**src/shared/gdi_regs.vh**
```
// constants and register map of the instrument bus interface
`ifndef GDI_REGS_VH
`define GDI_REGS_VH

// ----------------------------------------------
// register offsets
// ----------------------------------------------
`define GDI_A_CTRL     5'h00
`define GDI_A_STAT     5'h04
`define GDI_A_SET0     5'h08
`define GDI_A_SET1     5'h0c
`define GDI_A_STB      5'h10
`define GDI_A_RXD      5'h14
`define GDI_A_TXD      5'h18

// ----------------------------------------------
// fields and reset values
// ----------------------------------------------
`define GDI_CTRL_TONLY 5
`define GDI_ADDR_DEF   5'h1b
`define GDI_SET0_DEF   32'h00039880
`define GDI_SET1_DEF   32'h000a0d00
`define GDI_TRIG_LSB   10
`define GDI_TRIG_MSB   12
`define GDI_TRIG_BUS1  3'h2
`define GDI_TRIG_BUS2  3'h3
`define GDI_RSV_BIT    6
`define GDI_TXD_EOI    8

// ----------------------------------------------
// bus commands, seven bits, parity ignored
// ----------------------------------------------
`define GDI_C_GTL      7'h01
`define GDI_C_SDC      7'h04
`define GDI_C_GET      7'h08
`define GDI_C_LLO      7'h11
`define GDI_C_DCL      7'h14
`define GDI_C_SPE      7'h18
`define GDI_C_SPD      7'h19
`define GDI_C_UNL      7'h3f
`define GDI_C_UNT      7'h5f
`define GDI_GRP_LAG    2'h1
`define GDI_GRP_TAG    2'h2

// ----------------------------------------------
// timing
// ----------------------------------------------
`define GDI_CLK_NS     20
`define GDI_T1_NS      2000
`define GDI_T1_CYC ((`GDI_T1_NS+`GDI_CLK_NS-1)/`GDI_CLK_NS)

`endif

```
**src/logic/gdi_ah.v**
```verilog
// acceptor handshake for the bus interface
`timescale 1ns/100ps

module gdi_ah (
  input  wire       clk,
  input  wire       rstn,
  input  wire       active,
  input  wire       ready,
  input  wire       dav,
  input  wire [7:0] dio,
  output wire       nrfd,
  output wire       ndac,
  output reg        acc,
  output reg  [7:0] data
);

  localparam IDLE = 3'h0;
  localparam NRDY = 3'h1;
  localparam RDY  = 3'h2;
  localparam ACPT = 3'h3;
  localparam WNEW = 3'h4;

  reg [2:0] st_reg;
  reg [2:0] st_next;

  // ----------------------------------------------
  // handshake lines follow state
  // ----------------------------------------------
  assign nrfd = (st_reg == NRDY) | (st_reg == ACPT) |
                (st_reg == WNEW);
  assign ndac = (st_reg == NRDY) | (st_reg == RDY) |
                (st_reg == WNEW);

  always @* begin
    st_next = st_reg;
    case (st_reg)
      IDLE: if (active) st_next = NRDY;
      NRDY: begin
        if (!active) st_next = IDLE;
        else if (ready && !dav) st_next = RDY;
      end
      RDY: begin
        if (!active) st_next = IDLE;
        else if (dav) st_next = ACPT;
      end
      ACPT: if (!dav) st_next = WNEW;
      WNEW: st_next = NRDY;
      default: st_next = IDLE;
    endcase
  end

  always @(posedge clk or negedge rstn) begin
    if (!rstn) begin
      st_reg <= IDLE;
      acc    <= 1'b0;
      data   <= 8'h00;
    end else begin
      st_reg <= st_next;
      acc    <= (st_reg == RDY) && active && dav;
      if ((st_reg == RDY) && active && dav) begin
        data <= dio;
      end
    end
  end

endmodule

```
**src/logic/gdi_sh.v**
```verilog
// source handshake for the bus interface
`timescale 1ns/100ps
`include "gdi_regs.vh"

module gdi_sh (
  input  wire       clk,
  input  wire       rstn,
  input  wire       active,
  input  wire       valid,
  input  wire [7:0] din,
  input  wire       eoi_in,
  input  wire       nrfd,
  input  wire       ndac,
  output wire       dav,
  output wire       drive,
  output reg  [7:0] dout,
  output reg        eoi,
  output wire       take
);

  localparam IDLE = 2'h0;
  localparam SETL = 2'h1;
  localparam TRAN = 2'h2;
  localparam [31:0] T1_FULL = `GDI_T1_CYC;
  localparam [6:0]  T1C     = T1_FULL[6:0];

  reg [1:0] st_reg;
  reg [6:0] cnt_reg;

  assign take  = (st_reg == IDLE) & active & valid;
  assign dav   = (st_reg == TRAN);
  assign drive = (st_reg != IDLE);

  // ----------------------------------------------
  // settle, wait ready, then wait accepted
  // ----------------------------------------------
  always @(posedge clk or negedge rstn) begin
    if (!rstn) begin
      st_reg  <= IDLE;
      cnt_reg <= 7'h00;
      dout    <= 8'h00;
      eoi     <= 1'b0;
    end else if (!active) begin
      // attention or unaddress aborts the byte
      st_reg <= IDLE;
      eoi    <= 1'b0;
    end else begin
      case (st_reg)
        IDLE: if (valid) begin
          dout    <= din;
          eoi     <= eoi_in;
          cnt_reg <= T1C;
          st_reg  <= SETL;
        end
        SETL: begin
          if (cnt_reg != 7'h00) cnt_reg <= cnt_reg - 7'h01;
          else if (!nrfd) st_reg <= TRAN;
        end
        TRAN: if (!ndac) begin
          st_reg <= IDLE;
          eoi    <= 1'b0;
        end
        default: st_reg <= IDLE;
      endcase
    end
  end

endmodule

```
**src/logic/gdi_core.v**
```verilog
// instrument-side bus interface: addressing, remote/local, clears
//
// Design decisions made here: the plain strobed port and the placing of the registers.
`timescale 1ns/100ps
`include "gdi_regs.vh"

module gdi_core (
  input  wire        CORE_CLK,
  input  wire        RSTN,
  input  wire [4:0]  ADDR,
  input  wire [31:0] WDATA,
  input  wire        WR,
  input  wire        RD,
  output wire [31:0] RDATA,
  input  wire [7:0]  DIO_N_I,
  output wire [7:0]  DIO_N_O,
  output wire [7:0]  DIO_N_OE_N,
  input  wire        DAV_N_I,
  output wire        DAV_N_O,
  output wire        DAV_N_OE_N,
  input  wire        NRFD_N_I,
  output wire        NRFD_N_O,
  output wire        NRFD_N_OE_N,
  input  wire        NDAC_N_I,
  output wire        NDAC_N_O,
  output wire        NDAC_N_OE_N,
  input  wire        EOI_N_I,
  output wire        EOI_N_O,
  output wire        EOI_N_OE_N,
  input  wire        SRQ_N_I,
  output wire        SRQ_N_O,
  output wire        SRQ_N_OE_N,
  input  wire        ATN_N_I,
  input  wire        IFC_N_I,
  input  wire        REN_N_I,
  input  wire        LOCAL_KEY,
  output wire        REMOTE_LED,
  output wire        TALK_LED,
  output wire        LISTEN_LED,
  output wire        PANEL_LOCK,
  output wire        TRIGGER,
  output wire        DEV_CLEAR
);

  // ----------------------------------------------
  // helpers
  // ----------------------------------------------
  function addr_hit;
    input [6:0] cmd;
    input [1:0] grp;
    input [4:0] adr;
    begin
      addr_hit = (cmd[6:5] == grp) && (cmd[4:0] == adr);
    end
  endfunction

  function in_grp;
    input [6:0] cmd;
    input [1:0] grp;
    begin
      in_grp = (cmd[6:5] == grp);
    end
  endfunction

  // ----------------------------------------------
  // declarations
  // ----------------------------------------------
  reg         remote_reg;
  reg         remote_next;
  reg         lock_reg;
  reg         lock_next;
  reg         listen_reg;
  reg         listen_next;
  reg         talk_reg;
  reg         talk_next;
  reg         spoll_reg;
  reg         spoll_next;
  reg         polled_reg;
  reg         srq_reg;
  reg  [7:0]  stb_reg;
  reg  [5:0]  ctrl_reg;
  reg  [31:0] set0_reg;
  reg  [31:0] set1_reg;
  reg  [7:0]  rx_reg;
  reg         rx_eoi_reg;
  reg         rx_full_reg;
  reg  [8:0]  tx_reg;
  reg         tx_full_reg;
  reg  [31:0] rdata_reg;
  reg  [31:0] rdata_next;
  reg         trig_reg;
  reg         clr_reg;

  wire        atn;
  wire        ifc;
  wire        ren;
  wire        dav_in;
  wire        nrfd_in;
  wire        ndac_in;
  wire        eoi_in;
  wire [7:0]  dio_in;
  wire [4:0]  bus_addr;
  wire        talk_only;
  wire [2:0]  trig_mode;

  wire        ah_active;
  wire        ah_ready;
  wire        ah_nrfd;
  wire        ah_ndac;
  wire        ah_acc;
  wire [7:0]  ah_data;

  wire        sh_active;
  wire        sh_valid;
  wire [7:0]  sh_byte;
  wire        sh_eoi_in;
  wire        sh_dav;
  wire        sh_drive;
  wire [7:0]  sh_dout;
  wire        sh_eoi;
  wire        sh_take;

  wire [6:0]  cmd;
  wire        acc_cmd;
  wire        acc_dat;
  wire        my_lag;
  wire        my_tag;
  wire        oth_tag;
  wire        c_unl;
  wire        c_unt;
  wire        c_gtl;
  wire        c_llo;
  wire        c_dcl;
  wire        c_sdc;
  wire        c_get;
  wire        c_spe;
  wire        c_spd;
  wire        dev_clr;
  wire        bus_trig;
  wire [7:0]  poll_byte;
  wire        wr_stb;
  wire        wr_txd;
  wire        rd_rxd;

  // ----------------------------------------------
  // bus lines, true when pulled low
  // ----------------------------------------------
  assign atn       = ~ATN_N_I;
  assign ifc       = ~IFC_N_I;
  assign ren       = ~REN_N_I;
  assign dav_in    = ~DAV_N_I;
  assign nrfd_in   = ~NRFD_N_I;
  assign ndac_in   = ~NDAC_N_I;
  assign eoi_in    = ~EOI_N_I;
  assign dio_in    = ~DIO_N_I;

  assign bus_addr  = ctrl_reg[4:0];
  assign talk_only = ctrl_reg[`GDI_CTRL_TONLY];
  assign trig_mode = set0_reg[`GDI_TRIG_MSB:`GDI_TRIG_LSB];

  // ----------------------------------------------
  // handshakes
  // ----------------------------------------------
  // commands are taken whenever IFC is false; data only when a listener
  assign ah_active = ~ifc & (atn | listen_reg);
  // data waits while the holding byte is unread
  assign ah_ready  = atn | ~rx_full_reg;

  gdi_ah u_ah (
    .clk    (CORE_CLK),
    .rstn   (RSTN),
    .active (ah_active),
    .ready  (ah_ready),
    .dav    (dav_in),
    .dio    (dio_in),
    .nrfd   (ah_nrfd),
    .ndac   (ah_ndac),
    .acc    (ah_acc),
    .data   (ah_data)
  );

  assign sh_active = (talk_reg | talk_only) & ~atn & ~ifc;
  assign poll_byte = {stb_reg[7], srq_reg, stb_reg[5:0]};
  assign sh_valid  = spoll_reg ? ~polled_reg : tx_full_reg;
  assign sh_byte   = spoll_reg ? poll_byte : tx_reg[7:0];
  assign sh_eoi_in = ~spoll_reg & tx_reg[`GDI_TXD_EOI];

  gdi_sh u_sh (
    .clk    (CORE_CLK),
    .rstn   (RSTN),
    .active (sh_active),
    .valid  (sh_valid),
    .din    (sh_byte),
    .eoi_in (sh_eoi_in),
    .nrfd   (nrfd_in),
    .ndac   (ndac_in),
    .dav    (sh_dav),
    .drive  (sh_drive),
    .dout   (sh_dout),
    .eoi    (sh_eoi),
    .take   (sh_take)
  );

  // open drain: output low, enable low pulls the line
  assign DIO_N_O     = 8'h00;
  assign DIO_N_OE_N  = ~(sh_dout & {8{sh_drive}});
  assign DAV_N_O     = 1'b0;
  assign DAV_N_OE_N  = ~sh_dav;
  assign NRFD_N_O    = 1'b0;
  assign NRFD_N_OE_N = ~ah_nrfd;
  assign NDAC_N_O    = 1'b0;
  assign NDAC_N_OE_N = ~ah_ndac;
  // eoi under attention is identify; never answered
  assign EOI_N_O     = 1'b0;
  assign EOI_N_OE_N  = ~(sh_eoi & sh_drive & ~atn);
  assign SRQ_N_O     = 1'b0;
  assign SRQ_N_OE_N  = ~srq_reg;

  // ----------------------------------------------
  // command decode
  // ----------------------------------------------
  // secondaries, configure and control passing fall
  // through unmatched and are ignored
  assign cmd     = ah_data[6:0];
  assign acc_cmd = ah_acc & atn;
  assign acc_dat = ah_acc & ~atn;
  assign my_lag  = acc_cmd &
                   addr_hit(cmd, `GDI_GRP_LAG, bus_addr);
  assign my_tag  = acc_cmd &
                   addr_hit(cmd, `GDI_GRP_TAG, bus_addr);
  assign oth_tag = acc_cmd & in_grp(cmd, `GDI_GRP_TAG) &
                   ~addr_hit(cmd, `GDI_GRP_TAG, bus_addr);
  assign c_unl   = acc_cmd & (cmd == `GDI_C_UNL);
  assign c_unt   = acc_cmd & (cmd == `GDI_C_UNT);
  assign c_gtl   = acc_cmd & (cmd == `GDI_C_GTL);
  assign c_llo   = acc_cmd & (cmd == `GDI_C_LLO);
  assign c_dcl   = acc_cmd & (cmd == `GDI_C_DCL);
  assign c_sdc   = acc_cmd & (cmd == `GDI_C_SDC);
  assign c_get   = acc_cmd & (cmd == `GDI_C_GET);
  assign c_spe   = acc_cmd & (cmd == `GDI_C_SPE);
  assign c_spd   = acc_cmd & (cmd == `GDI_C_SPD);

  // universal clear for all, selective only when addressed
  assign dev_clr = c_dcl | (c_sdc & listen_reg);
  assign bus_trig = c_get & listen_reg &
                    ((trig_mode == `GDI_TRIG_BUS1) |
                     (trig_mode == `GDI_TRIG_BUS2));

  // ----------------------------------------------
  // remote, lockout and addressing
  // ----------------------------------------------
  always @* begin
    remote_next = remote_reg;
    lock_next   = lock_reg;
    listen_next = listen_reg;
    talk_next   = talk_reg;
    spoll_next  = spoll_reg;
    if (ifc) begin
      remote_next = 1'b0;
      listen_next = 1'b0;
      talk_next   = 1'b0;
      spoll_next  = 1'b0;
    end else begin
      if (my_lag) begin
        listen_next = 1'b1;
        talk_next   = 1'b0;
        if (ren) remote_next = 1'b1;
      end
      if (c_unl) listen_next = 1'b0;
      if (my_tag) begin
        talk_next   = 1'b1;
        listen_next = 1'b0;
      end
      if (oth_tag | c_unt) talk_next = 1'b0;
      if (c_gtl & listen_reg) remote_next = 1'b0;
      if (c_llo & ren) lock_next = 1'b1;
      if (c_spe) spoll_next = 1'b1;
      if (c_spd) spoll_next = 1'b0;
      // the panel local key is dead while locked out
      if (LOCAL_KEY & ~lock_reg) remote_next = 1'b0;
    end
    if (!ren) begin
      remote_next = 1'b0;
      lock_next   = 1'b0;
    end
  end

  always @(posedge CORE_CLK or negedge RSTN) begin
    if (!RSTN) begin
      remote_reg <= 1'b0;
      lock_reg   <= 1'b0;
      listen_reg <= 1'b0;
      talk_reg   <= 1'b0;
      spoll_reg  <= 1'b0;
      trig_reg   <= 1'b0;
      clr_reg    <= 1'b0;
    end else begin
      remote_reg <= remote_next;
      lock_reg   <= lock_next;
      listen_reg <= listen_next;
      talk_reg   <= talk_next;
      spoll_reg  <= spoll_next;
      trig_reg   <= bus_trig;
      clr_reg    <= dev_clr;
    end
  end

  // ----------------------------------------------
  // settings, SET0 and SET1 restored by either clear; CTRL is not
  // ----------------------------------------------
  always @(posedge CORE_CLK or negedge RSTN) begin
    if (!RSTN) begin
      ctrl_reg <= {1'b0, `GDI_ADDR_DEF};
      set0_reg <= `GDI_SET0_DEF;
      set1_reg <= `GDI_SET1_DEF;
    end else begin
      if (WR && ADDR == `GDI_A_CTRL) ctrl_reg <= WDATA[5:0];
      // a clear beats a write in the same cycle
      if (dev_clr) begin
        set0_reg <= `GDI_SET0_DEF;
        set1_reg <= `GDI_SET1_DEF;
      end else begin
        if (WR && ADDR == `GDI_A_SET0) set0_reg <= WDATA;
        if (WR && ADDR == `GDI_A_SET1) set1_reg <= WDATA;
      end
    end
  end

  // ----------------------------------------------
  // status byte and serial poll
  // ----------------------------------------------
  assign wr_stb = WR && (ADDR == `GDI_A_STB);

  always @(posedge CORE_CLK or negedge RSTN) begin
    if (!RSTN) begin
      stb_reg    <= 8'h00;
      srq_reg    <= 1'b0;
      polled_reg <= 1'b0;
    end else begin
      if (wr_stb) stb_reg <= WDATA[7:0];
      // a new request written while polled stays set
      if (wr_stb & WDATA[`GDI_RSV_BIT]) srq_reg <= 1'b1;
      else if (sh_take & spoll_reg) srq_reg <= 1'b0;
      if (c_spe) polled_reg <= 1'b0;
      else if (sh_take & spoll_reg) polled_reg <= 1'b1;
    end
  end

  // ----------------------------------------------
  // data holding bytes
  // ----------------------------------------------
  assign wr_txd = WR && (ADDR == `GDI_A_TXD);
  assign rd_rxd = RD && (ADDR == `GDI_A_RXD);

  always @(posedge CORE_CLK or negedge RSTN) begin
    if (!RSTN) begin
      rx_reg      <= 8'h00;
      rx_eoi_reg  <= 1'b0;
      rx_full_reg <= 1'b0;
      tx_reg      <= 9'h000;
      tx_full_reg <= 1'b0;
    end else begin
      if (acc_dat & listen_reg) begin
        rx_reg      <= ah_data;
        rx_eoi_reg  <= eoi_in;
        rx_full_reg <= 1'b1;
      end else if (rd_rxd) begin
        rx_full_reg <= 1'b0;
      end
      if (wr_txd) begin
        tx_reg      <= WDATA[8:0];
        tx_full_reg <= 1'b1;
      end else if (sh_take & ~spoll_reg) begin
        tx_full_reg <= 1'b0;
      end
    end
  end

  // ----------------------------------------------
  // register read
  // ----------------------------------------------
  always @* begin
    rdata_next = 32'h00000000;
    case (ADDR)
      `GDI_A_CTRL: rdata_next = {26'h0, ctrl_reg};
      `GDI_A_STAT: rdata_next = {23'h0, ~SRQ_N_I,
                                 tx_full_reg, rx_full_reg,
                                 srq_reg, spoll_reg,
                                 talk_reg, listen_reg,
                                 lock_reg, remote_reg};
      `GDI_A_SET0: rdata_next = set0_reg;
      `GDI_A_SET1: rdata_next = set1_reg;
      `GDI_A_STB:  rdata_next = {24'h0, poll_byte};
      `GDI_A_RXD:  rdata_next = {22'h0, rx_full_reg,
                                 rx_eoi_reg, rx_reg};
      `GDI_A_TXD:  rdata_next = {23'h0, tx_reg};
      default:     rdata_next = 32'h00000000;
    endcase
  end

  always @(posedge CORE_CLK or negedge RSTN) begin
    if (!RSTN) begin
      rdata_reg <= 32'h00000000;
    end else if (RD) begin
      rdata_reg <= rdata_next;
    end else begin
      rdata_reg <= 32'h00000000;
    end
  end

  // ----------------------------------------------
  // outputs
  // ----------------------------------------------
  assign RDATA      = rdata_reg;
  assign REMOTE_LED = remote_reg;
  assign TALK_LED   = talk_reg | talk_only;
  assign LISTEN_LED = listen_reg;
  assign PANEL_LOCK = lock_reg;
  assign TRIGGER    = trig_reg;
  assign DEV_CLEAR  = clr_reg;

endmodule

```
**config.mk**
```make
export PLATFORM = sky130hd
export DESIGN_NAME = gdi_core
export DESIGN_NICKNAME = d
export VERILOG_FILES = /design/src/logic/gdi_ah.v /design/src/logic/gdi_sh.v /design/src/logic/gdi_core.v
export VERILOG_INCLUDE_DIRS = /design/src /design/src/shared
export SDC_FILE = /design/constraint.sdc
export NUM_CORES = 1
export LEC_CHECK = 0
export BUFFER_PORTS_ARGS = -buffer_cell sky130_fd_sc_hd__buf_2
export CAP_MARGIN = 20
export CORE_MARGIN = 3
export CORE_UTILIZATION = 55
export CTS_CLUSTER_SIZE = 28
export DETAILED_ROUTE_END_ITERATION = 8
export GPL_TIMING_DRIVEN = 0
export PLACE_DENSITY = 0.87
export SYNTH_ARGS = -nofsm -noshare
export SYNTH_HDL_FRONTEND = slang
export SYNTH_SLANG_ARGS = --single-unit
```
**constraint.sdc**
```tcl
create_clock -name CORE_CLK -period 2.1 [get_ports CORE_CLK]
set_input_delay 0.21 -clock CORE_CLK [delete_from_list [all_inputs] [get_ports CORE_CLK]]
set_output_delay 0.21 -clock CORE_CLK [all_outputs]
set_load 0.005 [all_outputs]
```
==> metrics.cfg <==
[outcome]
run_status = finished clean

[layout]
diodes_inserted = 0
fillers = 973
stdcell_count = 1108
post_route_cells_drive_above_1_share = 0.264
seqCellArea_sq_mm = 0.00422
layout.nets = 979
areaGrowthSynthToFinish_pct = 20.9
multiInputGateArea_sq_mm = 0.00310
utilization = 0.690

[placed_design]
gp_congestion = 0.915
count_of_port_buffers_added_during_placement = 104
numPlacedInstances = 1063
hpwlAfterDp_mm = 13.9
place_worst_setup_slack_ns = 0.00535

[cts]
path_clk_slew_ns = 0.07
cts_max_level = 4
clock-root-buffer = sky130_fd_sc_hd__clkbuf_16
clock_insertion_delay_worst_skew_ns = 0.44
post_cts_setup_inserts = 0
cts_buffer_depth = 2
cts_made_buffers = 17
tritoncts_num_sinks = 168
cts_tree = built

[global_route]
grt_start_max_net_pins = 92
gr-usage-all-layers = 0.279
grt_pass1_vias = 6352
grt_antenna_before_repair = 0
globalRoute.totalOverflow = 0
grt_pass1_wl_mm = 32.6

[setup_path]
worstSetupStartpointType = flop
critical_path.endpoint_type = primary output
critical_path_required_ns = 1.89
worstReg2RegEnd = set0_reg[13]$_DFFE_PN0P_
reg2reg_from = u_ah.data[3]$_DFFE_PN0P_
setup.worst_path.class = reg2out
worstRegToRegCells = 6
reg2reg_setup_slack_ns = 0.15
worstPathMaxFanout = 10
arrival_ns = 1.77

[logic_synthesis]
synth_top_cell_by_area = sky130_fd_sc_hd__dfrtp_1
synthesis.instances = 770
synth_top_family_by_area = simple AND/OR/NAND/NOR gates
synth_compound_gate_area_share = 0.131
ys_types = 66
number_of_flops_mapped_to_enable_cells_by_yosys = 0
fraction_of_the_mapped_netlist_area_in_adder_cells = 0.00326
synth-seq-cells = 168
asyncSetResetFlopFracSynth = 1.00
synth_sequential_area_ratio = 0.550
mappedNetlistArea_sq_mm = 0.00768
postSynthAreaPerCell_sq_um = 9.97
most_frequent_cell_after_synthesis = sky130_fd_sc_hd__nand2_1
post_synth_xor_area_fraction = 0.00684
synth_flop_cell = sky130_fd_sc_hd__dfrtp_1
top_cells_by_instance_count_after_synthesis = sky130_fd_sc_hd__nand2_1 (177), sky130_fd_sc_hd__dfrtp_1 (153), sky130_fd_sc_hd__a21oi_1 (63)
yosys.area_share.simple = 0.185
post-synth-top-area-fraction = 0.499
synth-warning-count = 0
synth_mux_area_frac = 0.0699
netlist_top_cells_area = sky130_fd_sc_hd__dfrtp_1 (50%), sky130_fd_sc_hd__nand2_1 (8.7%), sky130_fd_sc_hd__mux2_2 (5.4%)

[routing]
vias = 6518
dr.pass1.iters = 6
drt-wirelength-per-cell_microns = 18.6
met3_length_mm = 1.98
first_iter_violations = 851
dr_wl_met2_mm = 9.69
ant_nets = 0
detail_route.drc_violations = 0
met1Wirelength_mm = 8.21
finalWirelength_mm = 20.6
avgViaCountPerCell = 5.88
topRoutingLayerUsed = met4

[sta]
setup_repair_after_global_routing_missed_its_margin = no
timing.final.crit_period_ns = 1.98
tns_ns = 0
final_critical_path_setup_slack_ns = 0.118
finalMaxSlewViolations = 0
fmax_ghz = 0.504
timing.final.hold_violations = 0
clock_skew_ns = 0.00722
report.final.setup_viol = 0
max_slew_margin = 0.479
final.hold.worst_slack_ns = 0.0185
final_min_period_over_clock_period = 0.944
tightestPinTransition_ns = 0.775

[hold_path]
min_delay_worst_endpoint = set1_reg[30]$_DFFE_PN0P_
cell_depth_of_the_worst_hold_path = 3
worstHoldStart = WDATA[30]
hold_path_class = in2reg

[floorplan]
io_pins = 122
start_util = 0.571
core_sq_mm = 0.0135
floorplan.rows = 42
fp.dieH_microns = 124
die_x_microns = 124
fp.dieArea_sq_mm = 0.0154

[run]
maxCapViolations = 0

[power]
power-per-cell-area_mw_per_mm2 = 977
total_leakage_power_nw = 4.39
vdd_ir_drop_max_v = 0.000622

==> cells in the final DEF, fill, tap and decap left out, types with 5 or more instances in the layout <==
| cell | instances |
|---|---|
| sky130_fd_sc_hd__nand2_1 | 177 |
| sky130_fd_sc_hd__dfstp_2 | 15 |
| sky130_fd_sc_hd__a31oi_1 | 6 |
| sky130_fd_sc_hd__dfrtp_1 | 153 |
| sky130_fd_sc_hd__xnor2_1 | 6 |
| sky130_fd_sc_hd__inv_1 | 20 |
| sky130_fd_sc_hd__nand3_1 | 27 |
| sky130_fd_sc_hd__buf_4 | 15 |
| sky130_fd_sc_hd__nor3_1 | 9 |
| sky130_fd_sc_hd__nor2_1 | 36 |
| sky130_fd_sc_hd__mux2i_1 | 12 |
| sky130_fd_sc_hd__a21oi_1 | 63 |
| sky130_fd_sc_hd__a22oi_1 | 24 |
| sky130_fd_sc_hd__buf_2 | 124 |
| sky130_fd_sc_hd__clkbuf_1 | 19 |
| sky130_fd_sc_hd__conb_1 | 13 |
| sky130_fd_sc_hd__and2_1 | 5 |
| sky130_fd_sc_hd__o21ai_0 | 20 |
| sky130_fd_sc_hd__clkbuf_16 | 17 |
| sky130_fd_sc_hd__dlygate4sd3_1 | 13 |
| sky130_fd_sc_hd__mux2_2 | 37 |
| sky130_fd_sc_hd__a222oi_1 | 12 |
| sky130_fd_sc_hd__nand2b_1 | 7 |
| sky130_fd_sc_hd__nor2b_1 | 8 |
==> area by class of cell <==
| cell class | instances | area share |
|---|---|---|
| tap | 176 | 0.0237 |
| clock inverter | 13 | 0.0206 |
| inverter | 21 | 0.00849 |
| clock buffer | 19 | 0.0488 |
| buffer | 62 | 0.0361 |
| timing repair buffer | 118 | 0.0741 |
| sequential | 168 | 0.455 |
| multi-input combinational | 531 | 0.333 |
==> worst max-delay path by stage <==
| stage | startpoint | cells past startpoint | slack [ns] | to |
|---|---|---|---|---|
| floorplan | u_sh.st_reg[1]$_DFFE_PN0P_ | 6 | 0.40 | u_sh.dout[1]$_DFFE_PN0P_ |
| global placement | RSTN | 1 | -1.68 | u_ah.st_reg[1]$_DFFE_PN0P_ |
| detailed placement | u_ah.data[6]$_DFFE_PN0P_ | 5 | 0.005 | set0_reg[2]$_DFFE_PN0P_ |
| CTS | u_sh.st_reg[1]$_DFFE_PN0P_ | 5 | 0.08 | EOI_N_OE_N |
| global route | u_sh.st_reg[1]$_DFFE_PN0P_ | 5 | 0.009 | EOI_N_OE_N |
| finish | u_sh.st_reg[1]$_DFFE_PN0P_ | 5 | 0.12 | EOI_N_OE_N |
==> cell families (layout without fill, tap and decap cells) <==
| logic type | after synthesis | after routing |
|---|---|---|
| buffers and inverters | 83 | 233 |
| multiplexers | 49 | 49 |
| AO/OA/AOI/OAI | 153 | 153 |
| AND/OR/NAND/NOR | 308 | 308 |
| adder cells (fa/ha/maj) | 2 | 2 |
| other | 1 | 13 |
| XOR/XNOR | 6 | 6 |
| flip-flops | 168 | 168 |
==> report_power, final <==
part           total [W]  switching (W)  internal, W
registers        0.00423       0.000439      0.00379
logic            0.00144       0.000781     0.000657
clock network    0.00340        0.00134      0.00207
total            0.00907        0.00255      0.00652
==> worst max-delay path, cell delays in order (launching register included) <==
cell and delay (ns):
sky130_fd_sc_hd__dfrtp_1 0.45, sky130_fd_sc_hd__or2_1 0.13, sky130_fd_sc_hd__clkbuf_1 0.26, sky130_fd_sc_hd__clkbuf_4 0.28, sky130_fd_sc_hd__nand3_1 0.09, sky130_fd_sc_hd__buf_2 0.13
==> routing by layer <==
| layer | track usage | vias up |
|---|---|---|
| met5 | 0 | - |
| met4 | 0.118 | 0 |
| met2 | 0.428 | 360 |
| met3 | 0.0767 | 73 |
| li1 | - | 2941 |
| met1 | 0.377 | 3144 |
==> per-stage QoR <==
step | area, sq um | power [W]
after floorplan | 7720 | 0.00511
after global placement | 8460 | 0.00551
after detailed placement | 8500 | 0.00562
after CTS | 9280 | 0.00904
after global routing | 9290 | 0.00945
final | 9290 | 0.00907
==> repair_timing <==
| action | 4_1_cts | 5_1_grt |
|---|---|---|
| pin swaps | 0 | 0 |
| hold endpoints to repair | 96 | 0 |
| endpoints found under the setup margin | 59 | 8 |
| hold buffers | 13 | 0 |
| gates cloned | 0 | 0 |
| resized for setup | 2 | 2 |
Note: power is estimated with default switching activity, not from simulation.
